--- src/core/pos_loop_pkg.sv ---
package pos_loop_pkg;

  // ------------------------------------------------------------
  // Operating mode and control-bit field positions
  // ------------------------------------------------------------
  localparam logic [3:0] MODE_CAN_POSITION = 4'hf;
  localparam int FB_TYPE0_EN_BIT = 2;
  localparam int REPLY_SHORT_BIT = 3;
  localparam int LOW_SPEED_BIT = 4;
  localparam int FB_TYPE1_EN_BIT = 6;
  localparam int SYNC_FLAG_BIT = 8;
  localparam int ZERO_RESET_BIT = 10;
  localparam int SHAFT_RESET_BIT = 11;
  localparam int FOLLOW_RESET_BIT = 12;

  // ------------------------------------------------------------
  // Register indices on the parameter port and reset values
  // ------------------------------------------------------------
  localparam logic [3:0] REG_STATUS_A = 4'h0;
  localparam logic [3:0] REG_STATUS_B = 4'h1;
  localparam logic [3:0] REG_ACTIVE_FF = 4'h2;
  localparam logic [3:0] REG_RECEIVED_FF = 4'h3;
  localparam logic [3:0] REG_RX_POS_LO = 4'h4;
  localparam logic [3:0] REG_RX_POS_HI = 4'h5;
  localparam logic [3:0] REG_TX_POS_LO = 4'h6;
  localparam logic [3:0] REG_TX_POS_HI = 4'h7;
  localparam logic [3:0] REG_MODE_CTRL = 4'h8;
  localparam logic [3:0] REG_ACTIVE_REF_LO = 4'h9;
  localparam logic [3:0] REG_ACTIVE_REF_HI = 4'ha;
  localparam logic [15:0] RESET_WORD = 16'h0000;
  localparam logic [31:0] RESET_LONG = 32'h00000000;

  // ------------------------------------------------------------
  // Link bit rates
  // ------------------------------------------------------------
  localparam int RATE_LOW_KBPS = 500;
  localparam int RATE_HIGH_KBPS = 1000;

  typedef enum logic [1:0] {
    SYNC_TYPE0 = 2'h0,
    SYNC_TYPE1 = 2'h1
  } sync_type_e;

  typedef struct packed {
    logic [15:0] status;
    logic short_status;
  } reply_s;

  typedef struct packed {
    logic [31:0] position;
    logic valid;
  } feedback_s;

endpackage

--- src/core/can_synced_position_loop.sv ---
`timescale 1ns/1ps
`default_nettype none
// Function
// RULE1: In mode 15 run proportional position loop with feed-forward from CAN references.
// RULE2: Feedback source select 0 uses resolver, 1 uses encoder.
// RULE3: Speed request equals position loop output plus active feed-forward.
// RULE4: Sync copies received feed-forward into active feed-forward.
// RULE5: Sync copies received position reference into active position reference.
// RULE6: Sync copies current motor position into transmit position register.
// RULE7: Sync sets sync flag; device clears it after the update.
// RULE8: Type 0 sync with type-0 enable transmits sampled position.
// RULE9: Type 1 sync with type-1 enable transmits sampled position.
// RULE10: Reply carries full 16-bit status, or low 8 bits when short.
// RULE11: With bit-rate select zero, low-speed bit picks 500k, else 1M.
// RULE12: Type 1 reset zeroes motor position and references.
// RULE13: Type 2 reset loads shaft angle, clears error accumulator pair; the code clears its one accumulator, POSITION_ERROR_ACC.
// RULE14: Type 3 reset copies motor position to reference, clears accumulator.
// RULE15: Reset command bits clear themselves once applied.
module can_synced_position_loop
  import pos_loop_pkg::*;
#(
  parameter int GAIN_SHIFT = 4
) (
  input wire logic MCLK,
  input wire logic RST,
  input wire logic CE,
  input wire logic [3:0] OP_MODE,
  input wire logic FB_SOURCE_SELECT,
  input wire logic [15:0] BIT_RATE_SELECT,
  input wire logic [15:0] POS_GAIN,
  input wire logic signed [31:0] RESOLVER_POS,
  input wire logic signed [31:0] ENCODER_POS,
  input wire logic signed [31:0] SHAFT_ANGLE,
  input wire logic SYNC_RX,
  input wire logic [1:0] SYNC_RX_TYPE,
  input wire logic REG_WR,
  input wire logic [3:0] REG_ADDR,
  input wire logic [15:0] REG_WDATA,
  output logic [15:0] REG_RDATA,
  output logic signed [15:0] SPEED_REQUEST,
  output logic signed [31:0] CURRENT_MOTOR_POSITION,
  output logic signed [31:0] POSITION_ERROR_ACC,
  output logic FB_TX_VALID,
  output logic [31:0] FB_TX_POSITION,
  output logic [15:0] REPLY_STATUS,
  output logic REPLY_SHORT,
  output logic RATE_LOW_SPEED,
  output logic RATE_DEFAULT_SELECTED
);

  // ------------------------------------------------------------
  // Registers
  // ------------------------------------------------------------
  logic [15:0] can_status_word_a;
  logic [15:0] can_status_word_b;
  logic signed [15:0] active_feedforward_speed;
  logic signed [15:0] received_feedforward_speed;
  logic signed [31:0] received_position_reference;
  logic signed [31:0] motor_position_for_transmit;
  logic signed [31:0] active_position_reference;
  logic [15:0] mode_control_bits;
  logic signed [31:0] feedback_pos;
  logic signed [31:0] pos_offset;
  logic mode_active;
  logic sync_pending;
  sync_type_e sync_kind;
  feedback_s tx;
  reply_s reply;
  logic do_zero;
  logic do_shaft;
  logic do_follow;

  assign mode_active = (OP_MODE == MODE_CAN_POSITION); // [RULE1]
  assign feedback_pos = FB_SOURCE_SELECT ? ENCODER_POS : RESOLVER_POS; // [RULE2]
  assign do_zero = mode_control_bits[ZERO_RESET_BIT];
  assign do_shaft = mode_control_bits[SHAFT_RESET_BIT];
  assign do_follow = mode_control_bits[FOLLOW_RESET_BIT];

  // ------------------------------------------------------------
  // Motor position: raw feedback plus an offset moved by resets
  // ------------------------------------------------------------
  // The offset lets the reset commands redefine position without
  // touching the sensor counters themselves.
  always_ff @(posedge MCLK or posedge RST) begin
    if (RST) begin
      pos_offset <= RESET_LONG;
    end else if (CE) begin
      if (do_zero) begin
        pos_offset <= -feedback_pos; // [RULE12]
      end else if (do_shaft) begin
        pos_offset <= SHAFT_ANGLE - feedback_pos; // [RULE13]
      end
    end
  end

  assign CURRENT_MOTOR_POSITION = feedback_pos + pos_offset;

  // ------------------------------------------------------------
  // Sync capture: flag set by link, cleared after the copy
  // ------------------------------------------------------------
  always_ff @(posedge MCLK or posedge RST) begin
    if (RST) begin
      sync_pending <= 1'b0;
      sync_kind <= SYNC_TYPE0;
    end else if (CE) begin
      if (SYNC_RX) begin
        sync_pending <= 1'b1; // [RULE7]
        sync_kind <= sync_type_e'(SYNC_RX_TYPE);
      end else if (sync_pending) begin
        sync_pending <= 1'b0; // [RULE7]
      end
    end
  end

  // Active references and transmit sample
  always_ff @(posedge MCLK or posedge RST) begin
    if (RST) begin
      active_feedforward_speed <= RESET_WORD;
      active_position_reference <= RESET_LONG;
      motor_position_for_transmit <= RESET_LONG;
    end else if (CE) begin
      if (do_zero) begin
        active_position_reference <= RESET_LONG; // [RULE12]
        motor_position_for_transmit <= RESET_LONG; // [RULE12]
      end else if (do_shaft) begin
        active_position_reference <= SHAFT_ANGLE; // [RULE13]
      end else if (do_follow) begin
        active_position_reference <= CURRENT_MOTOR_POSITION; // [RULE14]
      end else if (sync_pending) begin
        active_feedforward_speed <= received_feedforward_speed; // [RULE4]
        active_position_reference <= received_position_reference; // [RULE5]
        motor_position_for_transmit <= CURRENT_MOTOR_POSITION; // [RULE6]
      end else if (REG_WR) begin
        if (REG_ADDR == REG_ACTIVE_FF) begin
          active_feedforward_speed <= REG_WDATA;
        end
        if (REG_ADDR == REG_TX_POS_LO) begin
          motor_position_for_transmit[15:0] <= REG_WDATA;
        end
        if (REG_ADDR == REG_TX_POS_HI) begin
          motor_position_for_transmit[31:16] <= REG_WDATA;
        end
      end
    end
  end

  // Position-error accumulator
  always_ff @(posedge MCLK or posedge RST) begin
    if (RST) begin
      POSITION_ERROR_ACC <= RESET_LONG;
    end else if (CE) begin
      if (do_zero || do_shaft || do_follow) begin
        POSITION_ERROR_ACC <= RESET_LONG; // [RULE13] [RULE14]
      end else if (mode_active) begin
        POSITION_ERROR_ACC <= POSITION_ERROR_ACC
          + (active_position_reference - CURRENT_MOTOR_POSITION);
      end
    end
  end

  // ------------------------------------------------------------
  // Feedback transmission on sync
  // ------------------------------------------------------------
  always_ff @(posedge MCLK or posedge RST) begin
    if (RST) begin
      tx <= '0;
    end else if (CE) begin
      tx.valid <= 1'b0;
      if (sync_pending && mode_active && !do_zero && !do_shaft && !do_follow) begin
        if ((sync_kind == SYNC_TYPE0 && mode_control_bits[FB_TYPE0_EN_BIT]) // [RULE8]
            || (sync_kind == SYNC_TYPE1 && mode_control_bits[FB_TYPE1_EN_BIT])) begin // [RULE9]
          tx.valid <= 1'b1;
          tx.position <= CURRENT_MOTOR_POSITION;
        end
      end
    end
  end

  assign FB_TX_VALID = tx.valid;
  assign FB_TX_POSITION = tx.position;

  // ------------------------------------------------------------
  // Register writes from the parameter port
  // ------------------------------------------------------------
  always_ff @(posedge MCLK or posedge RST) begin
    if (RST) begin
      can_status_word_a <= RESET_WORD;
      can_status_word_b <= RESET_WORD;
      received_feedforward_speed <= RESET_WORD;
      received_position_reference <= RESET_LONG;
    end else if (CE && REG_WR) begin
      case (REG_ADDR)
        REG_STATUS_A: can_status_word_a <= REG_WDATA;
        REG_STATUS_B: can_status_word_b <= REG_WDATA;
        REG_RECEIVED_FF: received_feedforward_speed <= REG_WDATA;
        REG_RX_POS_LO: received_position_reference[15:0] <= REG_WDATA;
        REG_RX_POS_HI: received_position_reference[31:16] <= REG_WDATA;
        default: ;
      endcase
    end
  end

  // Mode control: sync bit mirrors the pending flag, reset commands self-clear
  always_ff @(posedge MCLK or posedge RST) begin
    if (RST) begin
      mode_control_bits <= RESET_WORD;
    end else if (CE) begin
      if (REG_WR && REG_ADDR == REG_MODE_CTRL) begin
        mode_control_bits <= REG_WDATA;
        mode_control_bits[SYNC_FLAG_BIT] <= REG_WDATA[SYNC_FLAG_BIT] | SYNC_RX;
      end else begin
        mode_control_bits[SYNC_FLAG_BIT] <= SYNC_RX; // [RULE7]
        mode_control_bits[ZERO_RESET_BIT] <= 1'b0; // [RULE15]
        mode_control_bits[SHAFT_RESET_BIT] <= 1'b0; // [RULE15]
        mode_control_bits[FOLLOW_RESET_BIT] <= 1'b0; // [RULE15]
      end
    end
  end

  // ------------------------------------------------------------
  // Read mux
  // ------------------------------------------------------------
  always_comb begin
    case (REG_ADDR)
      REG_STATUS_A: REG_RDATA = can_status_word_a;
      REG_STATUS_B: REG_RDATA = can_status_word_b;
      REG_ACTIVE_FF: REG_RDATA = active_feedforward_speed;
      REG_RECEIVED_FF: REG_RDATA = received_feedforward_speed;
      REG_RX_POS_LO: REG_RDATA = received_position_reference[15:0];
      REG_RX_POS_HI: REG_RDATA = received_position_reference[31:16];
      REG_TX_POS_LO: REG_RDATA = motor_position_for_transmit[15:0];
      REG_TX_POS_HI: REG_RDATA = motor_position_for_transmit[31:16];
      REG_MODE_CTRL: REG_RDATA = mode_control_bits;
      REG_ACTIVE_REF_LO: REG_RDATA = active_position_reference[15:0];
      REG_ACTIVE_REF_HI: REG_RDATA = active_position_reference[31:16];
      default: REG_RDATA = 16'h0000;
    endcase
  end

  // ------------------------------------------------------------
  // Link rate: only decided here when the rate parameter is zero
  // ------------------------------------------------------------
  assign RATE_DEFAULT_SELECTED = (BIT_RATE_SELECT == 16'h0000);
  assign RATE_LOW_SPEED = RATE_DEFAULT_SELECTED && mode_control_bits[LOW_SPEED_BIT]; // [RULE11]

  // ------------------------------------------------------------
  // Submodules
  // ------------------------------------------------------------
  position_loop_p #(
    .GAIN_SHIFT(GAIN_SHIFT)
  ) u_loop (
    .clk(MCLK),
    .rst(RST),
    .ce(CE),
    .enable(mode_active),
    .reference(active_position_reference),
    .feedback(CURRENT_MOTOR_POSITION),
    .feedforward(active_feedforward_speed),
    .gain(POS_GAIN),
    .speed_req(SPEED_REQUEST)
  );

  reply_formatter u_reply (
    .clk(MCLK),
    .rst(RST),
    .ce(CE),
    .status_word(can_status_word_b),
    .short_sel(mode_control_bits[REPLY_SHORT_BIT]),
    .reply(reply)
  );

  assign REPLY_STATUS = reply.status;
  assign REPLY_SHORT = reply.short_status;

  // ------------------------------------------------------------
  // Checks
  // ------------------------------------------------------------
  sync_clears_a: assert property (@(posedge MCLK) disable iff (RST) // [RULE7]
    (CE && SYNC_RX) ##1 (CE && !SYNC_RX) |=> !sync_pending)
    else $error("sync flag not cleared");
  // A mode write may set the flag bit itself, so only idle cycles are checked
  flag_clear_a: assert property (@(posedge MCLK) disable iff (RST) // [RULE7]
    (CE && mode_control_bits[SYNC_FLAG_BIT] && !SYNC_RX
     && !(REG_WR && REG_ADDR == REG_MODE_CTRL)) |=> !mode_control_bits[SYNC_FLAG_BIT])
    else $error("sync flag bit stuck");
  // Reset commands win over a pending sync, so the copy checks leave them out
  ff_copy_a: assert property (@(posedge MCLK) disable iff (RST) // [RULE4]
    (CE && sync_pending && !do_zero && !do_shaft && !do_follow)
    |=> active_feedforward_speed == $past(received_feedforward_speed))
    else $error("feed-forward not copied");
  ref_copy_a: assert property (@(posedge MCLK) disable iff (RST) // [RULE5]
    (CE && sync_pending && !do_zero && !do_shaft && !do_follow)
    |=> active_position_reference == $past(received_position_reference))
    else $error("reference not copied");
  tx_sample_a: assert property (@(posedge MCLK) disable iff (RST) // [RULE6]
    (CE && sync_pending && !do_zero && !do_shaft && !do_follow)
    |=> motor_position_for_transmit == $past(CURRENT_MOTOR_POSITION))
    else $error("motor position not sampled");
  type0_tx_a: assert property (@(posedge MCLK) disable iff (RST) // [RULE8]
    (CE && sync_pending && mode_active && sync_kind == SYNC_TYPE0
     && mode_control_bits[FB_TYPE0_EN_BIT] && !do_zero && !do_shaft && !do_follow)
    |=> FB_TX_VALID)
    else $error("type 0 feedback missing");
  type1_tx_a: assert property (@(posedge MCLK) disable iff (RST) // [RULE9]
    (CE && sync_pending && mode_active && sync_kind == SYNC_TYPE1
     && mode_control_bits[FB_TYPE1_EN_BIT] && !do_zero && !do_shaft && !do_follow)
    |=> FB_TX_VALID)
    else $error("type 1 feedback missing");
  speed_off_a: assert property (@(posedge MCLK) disable iff (RST) // [RULE1]
    (CE && !mode_active) |=> SPEED_REQUEST == 16'sh0000)
    else $error("speed request outside mode 15");
  zero_reset_a: assert property (@(posedge MCLK) disable iff (RST) // [RULE12]
    (CE && do_zero) |=> active_position_reference == 32'h00000000)
    else $error("type 1 reset failed");
  zero_pos_a: assert property (@(posedge MCLK) disable iff (RST) // [RULE12]
    (CE && do_zero) |=> pos_offset == -$past(feedback_pos)
    && motor_position_for_transmit == 32'h00000000)
    else $error("type 1 reset left a position");
  shaft_reset_a: assert property (@(posedge MCLK) disable iff (RST) // [RULE13]
    (CE && !do_zero && do_shaft) |=> POSITION_ERROR_ACC == 32'h00000000)
    else $error("type 2 reset failed");
  shaft_ref_a: assert property (@(posedge MCLK) disable iff (RST) // [RULE13]
    (CE && !do_zero && do_shaft) |=> active_position_reference == $past(SHAFT_ANGLE)
    && pos_offset == $past(SHAFT_ANGLE) - $past(feedback_pos))
    else $error("type 2 reset missed the shaft angle");
  follow_ref_a: assert property (@(posedge MCLK) disable iff (RST) // [RULE14]
    (CE && !do_zero && !do_shaft && do_follow)
    |=> active_position_reference == $past(CURRENT_MOTOR_POSITION)
    && POSITION_ERROR_ACC == 32'h00000000)
    else $error("type 3 reset failed");
  cmd_clear_a: assert property (@(posedge MCLK) disable iff (RST) // [RULE15]
    (CE && (do_zero || do_shaft || do_follow) && !(REG_WR && REG_ADDR == REG_MODE_CTRL))
    |=> !do_zero && !do_shaft && !do_follow)
    else $error("reset command not self-cleared");
  rate_low_a: assert property (@(posedge MCLK) disable iff (RST) // [RULE11]
    (BIT_RATE_SELECT != 16'h0000) |-> !RATE_LOW_SPEED)
    else $error("rate choice outside default");

  sync_seen_c: cover property (@(posedge MCLK) disable iff (RST) CE && sync_pending);
  tx_seen_c: cover property (@(posedge MCLK) disable iff (RST) FB_TX_VALID);
  follow_seen_c: cover property (@(posedge MCLK) disable iff (RST) CE && do_follow);
  shaft_seen_c: cover property (@(posedge MCLK) disable iff (RST) CE && do_shaft);
  zero_seen_c: cover property (@(posedge MCLK) disable iff (RST) CE && do_zero);

endmodule
`default_nettype wire

--- src/core/reply_formatter.sv ---
`timescale 1ns/1ps
`default_nettype none
module reply_formatter
  import pos_loop_pkg::*;
(
  input wire logic clk,
  input wire logic rst,
  input wire logic ce,
  input wire logic [15:0] status_word,
  input wire logic short_sel,
  output reply_s reply
);

  always_ff @(posedge clk or posedge rst) begin
    if (rst) begin
      reply <= '0;
    end else if (ce) begin
      reply.short_status <= short_sel;
      if (short_sel) begin
        reply.status <= {8'h00, status_word[7:0]}; // [RULE10]
      end else begin
        reply.status <= status_word; // [RULE10]
      end
    end
  end

endmodule
`default_nettype wire

--- src/core/position_loop_p.sv ---
`timescale 1ns/1ps
`default_nettype none
module position_loop_p
  import pos_loop_pkg::*;
#(
  parameter int GAIN_SHIFT = 4
) (
  input wire logic clk,
  input wire logic rst,
  input wire logic ce,
  input wire logic enable,
  input wire logic signed [31:0] reference,
  input wire logic signed [31:0] feedback,
  input wire logic signed [15:0] feedforward,
  input wire logic [15:0] gain,
  output logic signed [15:0] speed_req
);

  logic signed [31:0] err;
  logic signed [47:0] prod;
  logic signed [47:0] sum;

  always_comb begin
    err = reference - feedback;
    prod = (48'(err) * 48'(signed'({1'b0, gain}))) >>> GAIN_SHIFT;
    sum = prod + 48'(feedforward); // [RULE3]
  end

  always_ff @(posedge clk or posedge rst) begin
    if (rst) begin
      speed_req <= 16'sh0000;
    end else if (ce) begin
      if (!enable) begin
        speed_req <= 16'sh0000;
      end else if (sum > 48'sh7fff) begin
        speed_req <= 16'sh7fff;
      end else if (sum < -48'sh8000) begin
        speed_req <= -16'sh8000;
      end else begin
        speed_req <= sum[15:0]; // [RULE1] [RULE3]
      end
    end
  end

endmodule
`default_nettype wire

--- config.mk ---
export PLATFORM = sky130hd
export DESIGN_NAME = can_synced_position_loop
export DESIGN_NICKNAME = d
export VERILOG_FILES = /design/src/core/pos_loop_pkg.sv /design/src/core/can_synced_position_loop.sv /design/src/core/reply_formatter.sv /design/src/core/position_loop_p.sv
export SDC_FILE = /design/constraint.sdc
export NUM_CORES = 2
export LEC_CHECK = 0
export ABC_CLOCK_PERIOD_IN_PS = 16500
export BUFFER_PORTS_ARGS = -buffer_cell sky130_fd_sc_hd__buf_2
export CORE_AREA = 2 2 269 271
export CTS_CLUSTER_SIZE = 28
export DETAILED_ROUTE_END_ITERATION = 10
export DIE_AREA = 0 0 271 273
export GPL_TIMING_DRIVEN = 0
export PLACE_DENSITY = 0.79
export SYNTH_ARGS = -nofsm -noshare
export SYNTH_HDL_FRONTEND = slang
export SYNTH_HIERARCHICAL = 1
export SYNTH_SLANG_ARGS = --single-unit
--- constraint.sdc ---
create_clock -name MCLK -period 16.5 [get_ports MCLK]
set_clock_uncertainty 0.2 [all_clocks]
set_input_delay 1.65 -clock MCLK [delete_from_list [all_inputs] [get_ports MCLK]]
set_output_delay 1.65 -clock MCLK [all_outputs]
set_load 0.02 [all_outputs]
=== Word-level counts from Yosys, hierarchy flattened ===
Cells that the tools add are included.

* Word-level logic and storage cells: 116
* Register bits after elaboration: 309
* Output and inout port bits: 148

* Bitwise gates (word level): 4
* $lt $le $gt $ge: 2
* Reduce and logical (&&, ||, !) cells: 40
* Muxes and demuxes: 29
* Add/subtract/negate cells: 6
* Equality and inequality tests: 14
* $mul: 1

{| class="wikitable"
|+ Operators with widths
! kind !! number
|-
| 32-bit 2-to-1 mux || 14
|-
| 16-bit one-hot mux with 11 select lines || 1
|-
| 16-bit 2-to-1 mux || 9
|-
| 32-bit adder || 2
|-
| 32-bit subtractor || 2
|-
| 48-bit by 16-bit > comparator with 1-bit output, second input constant || 1
|-
| 48-bit by 16-bit < comparator with 1-bit output, second input constant || 1
|-
| 32-bit by 17-bit multiplier with 48-bit output || 1
|-
| 44-bit by 16-bit adder with 45-bit output || 1
|-
| 32-bit negator || 1
|-
| 2-bit AND reduction || 10
|-
| 4-bit by 3-bit == test with 1-bit output, second input constant || 4
|-
| 4-bit == test, second input constant || 4
|-
| 16-bit logical NOT || 1
|-
| 5-bit AND reduction || 2
|-
| 1-bit logical AND || 9
|-
| 3-bit nonzero test || 3
|-
| 4-bit by 2-bit == test with 1-bit output, second input constant || 2
|-
| 2-bit nonzero test || 4
|-
| 6-bit AND reduction || 1
|-
| 4-bit by 1-bit == test with 1-bit output, second input constant || 1
|-
| 4-bit logical NOT || 1
|-
| 1-bit 2-to-1 mux || 4
|-
| 2-bit inequality test, second input constant || 2
|-
| 9 further kinds || 15
|}

=== Depth between registers and ports, before layout ===
* Depth after elaboration: 9
* Depth in mapped cells: 67
* Gate-level depth less buffers: 59

=== Modules after synthesis ===
Netlist, hierarchy kept.

{| class="wikitable"
|+ Modules (own cells, without submodules)
! module !! area an instance (um^2) !! seq. area each (um^2) !! cells each !! instances
|-
| position_loop_p || 22962.0 || 400.4 || 2761 || 1
|-
| can_synced_position_loop || 18825.6 || 6906.6 || 1958 || 1
|-
| reply_formatter || 663.1 || 425.4 || 39 || 1
|}

=== Least setup slack after synthesis ===
Ideal clock, no wire load.

* Path type: in2reg
* Start: in FB_SOURCE_SELECT
* End: reg u_loop.speed_req[10]
* Arrival time: 15.103 ns
* Slack: 1.071 ns
* Cell stages on the path: 62
* Library setup time: 0.126 ns
* Cells stage by stage: buf_6 > buf_6 > buf_2 > buf_2 > mux2_2 > ha_1 > fa_1 > a211oi_1 > nor2_1 > o21a_1 > nor2_1 > xnor2_1 > inv_1 > ha_1 > or3_1 > o32ai_1 > o21ai_1 > and2_1 > [26 not listed] > a31oi_1 > o21ai_1 > a221o_1 > a21oi_1 > xnor2_1 > ha_1 > clkbuf_1 > nand2_1 > nor2_1 > nand3_1 > o2111ai_1 > o21ba_2 > mux2_2 > o2111a_1 > nand4_1 > a21oi_2 > buf_2 > a221o_1

* Word-level cells in the longest chain between the ends: 9
* Elaborated cells on any way between the ends: 10
* Those cells by class: add/sub (3); mul (1); order compare (2); mux (4)

{| class="wikitable"
|+ Ends and longest elaborated chain
! element !! line !! RTL
|-
| start, declared || can_synced_position_loop.sv:28 || <nowiki>input wire logic FB_SOURCE_SELECT,</nowiki>
|-
| 32-bit 2-to-1 mux (*) || can_synced_position_loop.sv:74 || <nowiki>assign feedback_pos = FB_SOURCE_SELECT ? ENCODER_POS : RESOLVER_POS;</nowiki>
|-
| 32-bit adder (*) || can_synced_position_loop.sv:96 || <nowiki>assign CURRENT_MOTOR_POSITION = feedback_pos + pos_offset;</nowiki>
|-
| via CURRENT_MOTOR_POSITION[6] || can_synced_position_loop.sv:41 || <nowiki>output logic signed [31:0] CURRENT_MOTOR_POSITION,</nowiki>
|-
| 32-bit subtractor (*) || position_loop_p.sv:24 || <nowiki>err = reference - feedback;</nowiki>
|-
| 32-bit by 17-bit multiplier with 48-bit output (*) || position_loop_p.sv:25 || <nowiki>prod = (48'(err) * 48'(signed'({1'b0, gain}))) >>> GAIN_SHIFT;</nowiki>
|-
| 44-bit by 16-bit adder with 45-bit output (*) || position_loop_p.sv:26 || <nowiki>sum = prod + 48'(feedforward);</nowiki>
|-
| 48-bit by 16-bit < comparator with 1-bit output || position_loop_p.sv:37 || <nowiki>end else if (sum < -48'sh8000) begin</nowiki>
|-
| 16-bit 2-to-1 mux || position_loop_p.sv:37 ||
|-
| 16-bit 2-to-1 mux (*) || position_loop_p.sv:35 || <nowiki>end else if (sum > 48'sh7fff) begin</nowiki>
|-
| 16-bit 2-to-1 mux (*) || position_loop_p.sv:33 || <nowiki>if (!enable) begin</nowiki>
|-
| end signal, assigned || position_loop_p.sv:38 || <nowiki>speed_req <= -16'sh8000;</nowiki>
|-
| end signal, assigned || position_loop_p.sv:40 || <nowiki>speed_req <= sum[15:0];</nowiki>
|-
| end, declared || position_loop_p.sv:16 || <nowiki>output logic signed [15:0] speed_req</nowiki>
|}

The timed path passes the listed nets; every way through them passes the cells marked *.
A chain may end at the register's enable or synchronous reset.

=== Final worst setup path ===
* Start: in FB_SOURCE_SELECT
* End: reg u_loop.speed_req[12]

* Word-level cells in the longest chain between the ends: 9
* Elaborated cells on any way between the ends: 10
* Those cells by class: add/sub (3); mul (1); order compare (2); mux (4)

{| class="wikitable"
|+ Ends and longest elaborated chain
! element !! line
|-
| 32-bit 2-to-1 mux (*) || can_synced_position_loop.sv:74
|-
| 32-bit adder (*) || can_synced_position_loop.sv:96
|-
| 32-bit subtractor (*) || position_loop_p.sv:24
|-
| 32-bit by 17-bit multiplier with 48-bit output (*) || position_loop_p.sv:25
|-
| 44-bit by 16-bit adder with 45-bit output (*) || position_loop_p.sv:26
|-
| 48-bit by 16-bit < comparator with 1-bit output || position_loop_p.sv:37
|-
| 16-bit 2-to-1 mux || position_loop_p.sv:37
|-
| 16-bit 2-to-1 mux (*) || position_loop_p.sv:35
|-
| 16-bit 2-to-1 mux (*) || position_loop_p.sv:33
|}

Mark *: on every way between the ends. The rest lies on a longest branch, timed or not.

==> impl_metrics.env <==
export IMPL_drv_cap=2
export IMPL_r2r_end="u_loop/speed_req[12]"
export IMPL_slew_headroom_pct=-1.66
export IMPL_yosys_warnings=6
export IMPL_r2r_setup_slack_ns=2.31
export IMPL_status="finished, violations left"
export IMPL_fin_crit_sh_pct=96.8
export IMPL_routabilityCongestion=1.02
export IMPL_startpoint_type="input pin"
export IMPL_core_area_um2=71000
export IMPL_synth_distinct_cells=104
export IMPL_setup_tns_ns=0
export IMPL_drc=0
export IMPL_violations="max-capacitance violations, max-slew violations"
export IMPL_worstSetupStartpoint="FB_SOURCE_SELECT"
export IMPL_dpl_hpwl_um=122000
export IMPL_port_buffers=305
export IMPL_drt_first_pass_iters=8
export IMPL_cpMaxStageDelayCell="fa_1"
export IMPL_holdPathEnd="FB_TX_VALID"
export IMPL_vias=38454
export IMPL_synth_top_area_share_pct=24.1
export IMPL_crit_reg2reg_launch="pos_offset[12]"
export IMPL_die_area_um2=74000
export IMPL_slew_violations=9
export IMPL_setup_viol=0
export IMPL_track_usage_pct=41.4
export IMPL_synth_ff_type="dfrtp_1"
export IMPL_cts_sinks=309
export IMPL_reg2regPathDepth=50
export IMPL_synth_commonest_cells="735 x inv_1, 511 x fa_1, 508 x nand2_1, 309 x dfrtp_1, 292 x ha_1"
export IMPL_drt_first_iter_violations=4206
export IMPL_syn_area_um2=42500
export IMPL_synth_seq_area_share_pct=18.2
export IMPL_grt_pass1_wl_um=230000
export IMPL_worstSkewPairLatency_ns=0.56
export IMPL_synth_edf_count=0
export IMPL_die_y_um=273
export IMPL_fmax_mhz=62.6
export IMPL_critPathKind="in -> reg"
export IMPL_grt_max_degree=106
export IMPL_synth_top_family_by_area="adder cells"
export IMPL_hold_violations=0
export IMPL_cts_root_buf="clkbuf_16"
export IMPL_hold_path_class="reg -> reg"
export IMPL_start_util_pct=59.8
export IMPL_crit_arrival_ns=16.18
export IMPL_avgSynthCellArea_um2=8.92
export IMPL_muxShareOfSynthArea_pct=5.19
export IMPL_grt_overflow=0
export IMPL_yosys_area_share_adder_pct=32.7
export IMPL_grt_pass1_vias=38825
export IMPL_cts_hold_buf=0
export IMPL_cts_htree_levels=2
export IMPL_async_flop_share_pct=100
export IMPL_antenna_left=0
export IMPL_cts_tree="built"
export IMPL_cp_slowest_stage_delay_ns=0.70
export IMPL_crit_fanout=14
export IMPL_syn_nets=5721
export IMPL_drt_wl_total_um=154000
export IMPL_synth_compound_area_share_pct=16.0
export IMPL_wl_per_cell_um=25.2
export IMPL_cp_required_ns=16.71
export IMPL_antenna_found_initial=6
export IMPL_critPathCaptureType="flip-flop"
export IMPL_rows=98
export IMPL_fp_dieW_um=271
export IMPL_clockBufferDepth=3
export IMPL_ys_ff_latch=309
export IMPL_tightest_slew_ns=1.51
export IMPL_n_fill_cell=5780
export IMPL_synth_area_leaders="fa_1 24%, dfrtp_1 18%, ha_1 8.6%"
export IMPL_yosys_area_top_type="fa_1"
export IMPL_synth_simple_gate_area_share_pct=14.7
export IMPL_synth_cells=4758
export IMPL_cts_made_buffers=34
export IMPL_cp_common_cell="fa_1"
export IMPL_cts_clk_slew_worst_paths_ns=0.06
export IMPL_io_pin_count=308
export IMPL_via_per_inst=6.27
export IMPL_synth_xor_area_share_pct=4.65
export IMPL_synth_most_common_cell="inv_1"
export IMPL_whs_path_depth=1
export IMPL_min_from="FB_TX_VALID"
export IMPL_layout_nets=6119
export IMPL_area_growth_pct=12.5
export IMPL_drive_above_1_share_pct=14.8
export IMPL_period_needed_ns=15.97
-- cell type report --
type,count,area [um2],area share (%)
antenna,7,17.5,0.0367
buffer,204,916,1.92
clock buffer,44,928,1.94
clock inverter,15,126,0.265
inverter,737,2780,5.83
multi-input combinational,3500,32000,67.0
sequential,309,7730,16.2
tap,950,1190,2.49
timing repair buffer,370,2050,4.30
-- worst max-delay path, delay by kind of cell --
family | cells | cell delay [ns]
adder cells (fa/ha/maj) | 11 | 4.90
AO/OA/AOI/OAI | 22 | 4.51
AND/OR/NAND/NOR | 8 | 1.91
buffers and inverters | 12 | 1.76
XOR/XNOR | 4 | 0.94
multiplexers | 1 | 0.42
-- timing repair --
action / 4_1_cts / 5_1_grt
gates resized for setup: 102 / 99
endpoints found under the setup margin: 16 / 16
buffers inserted: 10 / 52
pin swaps: 10 / 34
-- sequential cells by signal, indices dropped and copies added (netlist names), 2 cells and up --
| name | flops |
|---|---|
| sync_kind | 2 |
| active_feedforward_speed | 16 |
| can_status_word_b | 16 |
| mode_control_bits | 16 |
| active_position_reference | 32 |
| motor_position_for_transmit | 32 |
| received_position_reference | 32 |
| u_reply/reply | 17 |
| received_feedforward_speed | 16 |
| u_loop/speed_req | 16 |
| pos_offset | 32 |
| POSITION_ERROR_ACC | 32 |
| can_status_word_a | 16 |
| FB_TX_POSITION | 32 |
-- per-stage QoR --
step                      util (%)  area (um2)  worst slack (ns)  instances  hold slack (ns)
final                         67.3       47700             0.533       6136            0.280
after global routing          67.2       47700           -0.0432       6130            0.298
after CTS                     66.1       46900           0.00639       6084            0.281
after detailed placement      63.7       45300             -2.50       6016            0.267
after global placement        63.6       45200             -2.42       6013            0.263
after floorplan                  -       42500              1.07       4758            0.249
-- placed cells by master, fill, tap and decap left out, types with 164 or more instances in the layout --
master / instances
ha_1: 285
buf_2: 316
inv_1: 732
fa_1: 507
a21oi_1: 274
nor2_1: 164
and2_1: 205
o21ai_0: 172
nand2_1: 508
dfrtp_1: 308
-- layer usage --
metal / share of wire (%) / up-vias / track usage [%] / wire length, um
li1: - / 16598 / - / -
met1: 35 / 18810 / 49.2 / 54700
met2: 45 / 2343 / 65.5 / 69500
met3: 9.6 / 701 / 8.11 / 14800
met4: 9.9 / 2 / 34.1 / 15300
met5: 0.0084 / - / 0 / 13
-- worst max path at each step --
stage,end,cells after the start
after floorplan,u_loop/speed_req[10],62
after global placement,u_loop/speed_req[3],59
after detailed placement,u_loop/speed_req[3],59
after CTS,u_loop/speed_req[3],60
after global routing,u_loop/speed_req[12],60
final,u_loop/speed_req[12],58
-- cells by family after synthesis --
logic type,after synthesis
flip-flops,309
multiplexers,196
buffers and inverters,949
XOR/XNOR,222
AO/OA/AOI/OAI,1014
adder cells (fa/ha/maj),803
AND/OR/NAND/NOR,1265
Power is not shown: default switching activity piles up to over one toggle a cycle in this logic, so the estimate is an artifact.
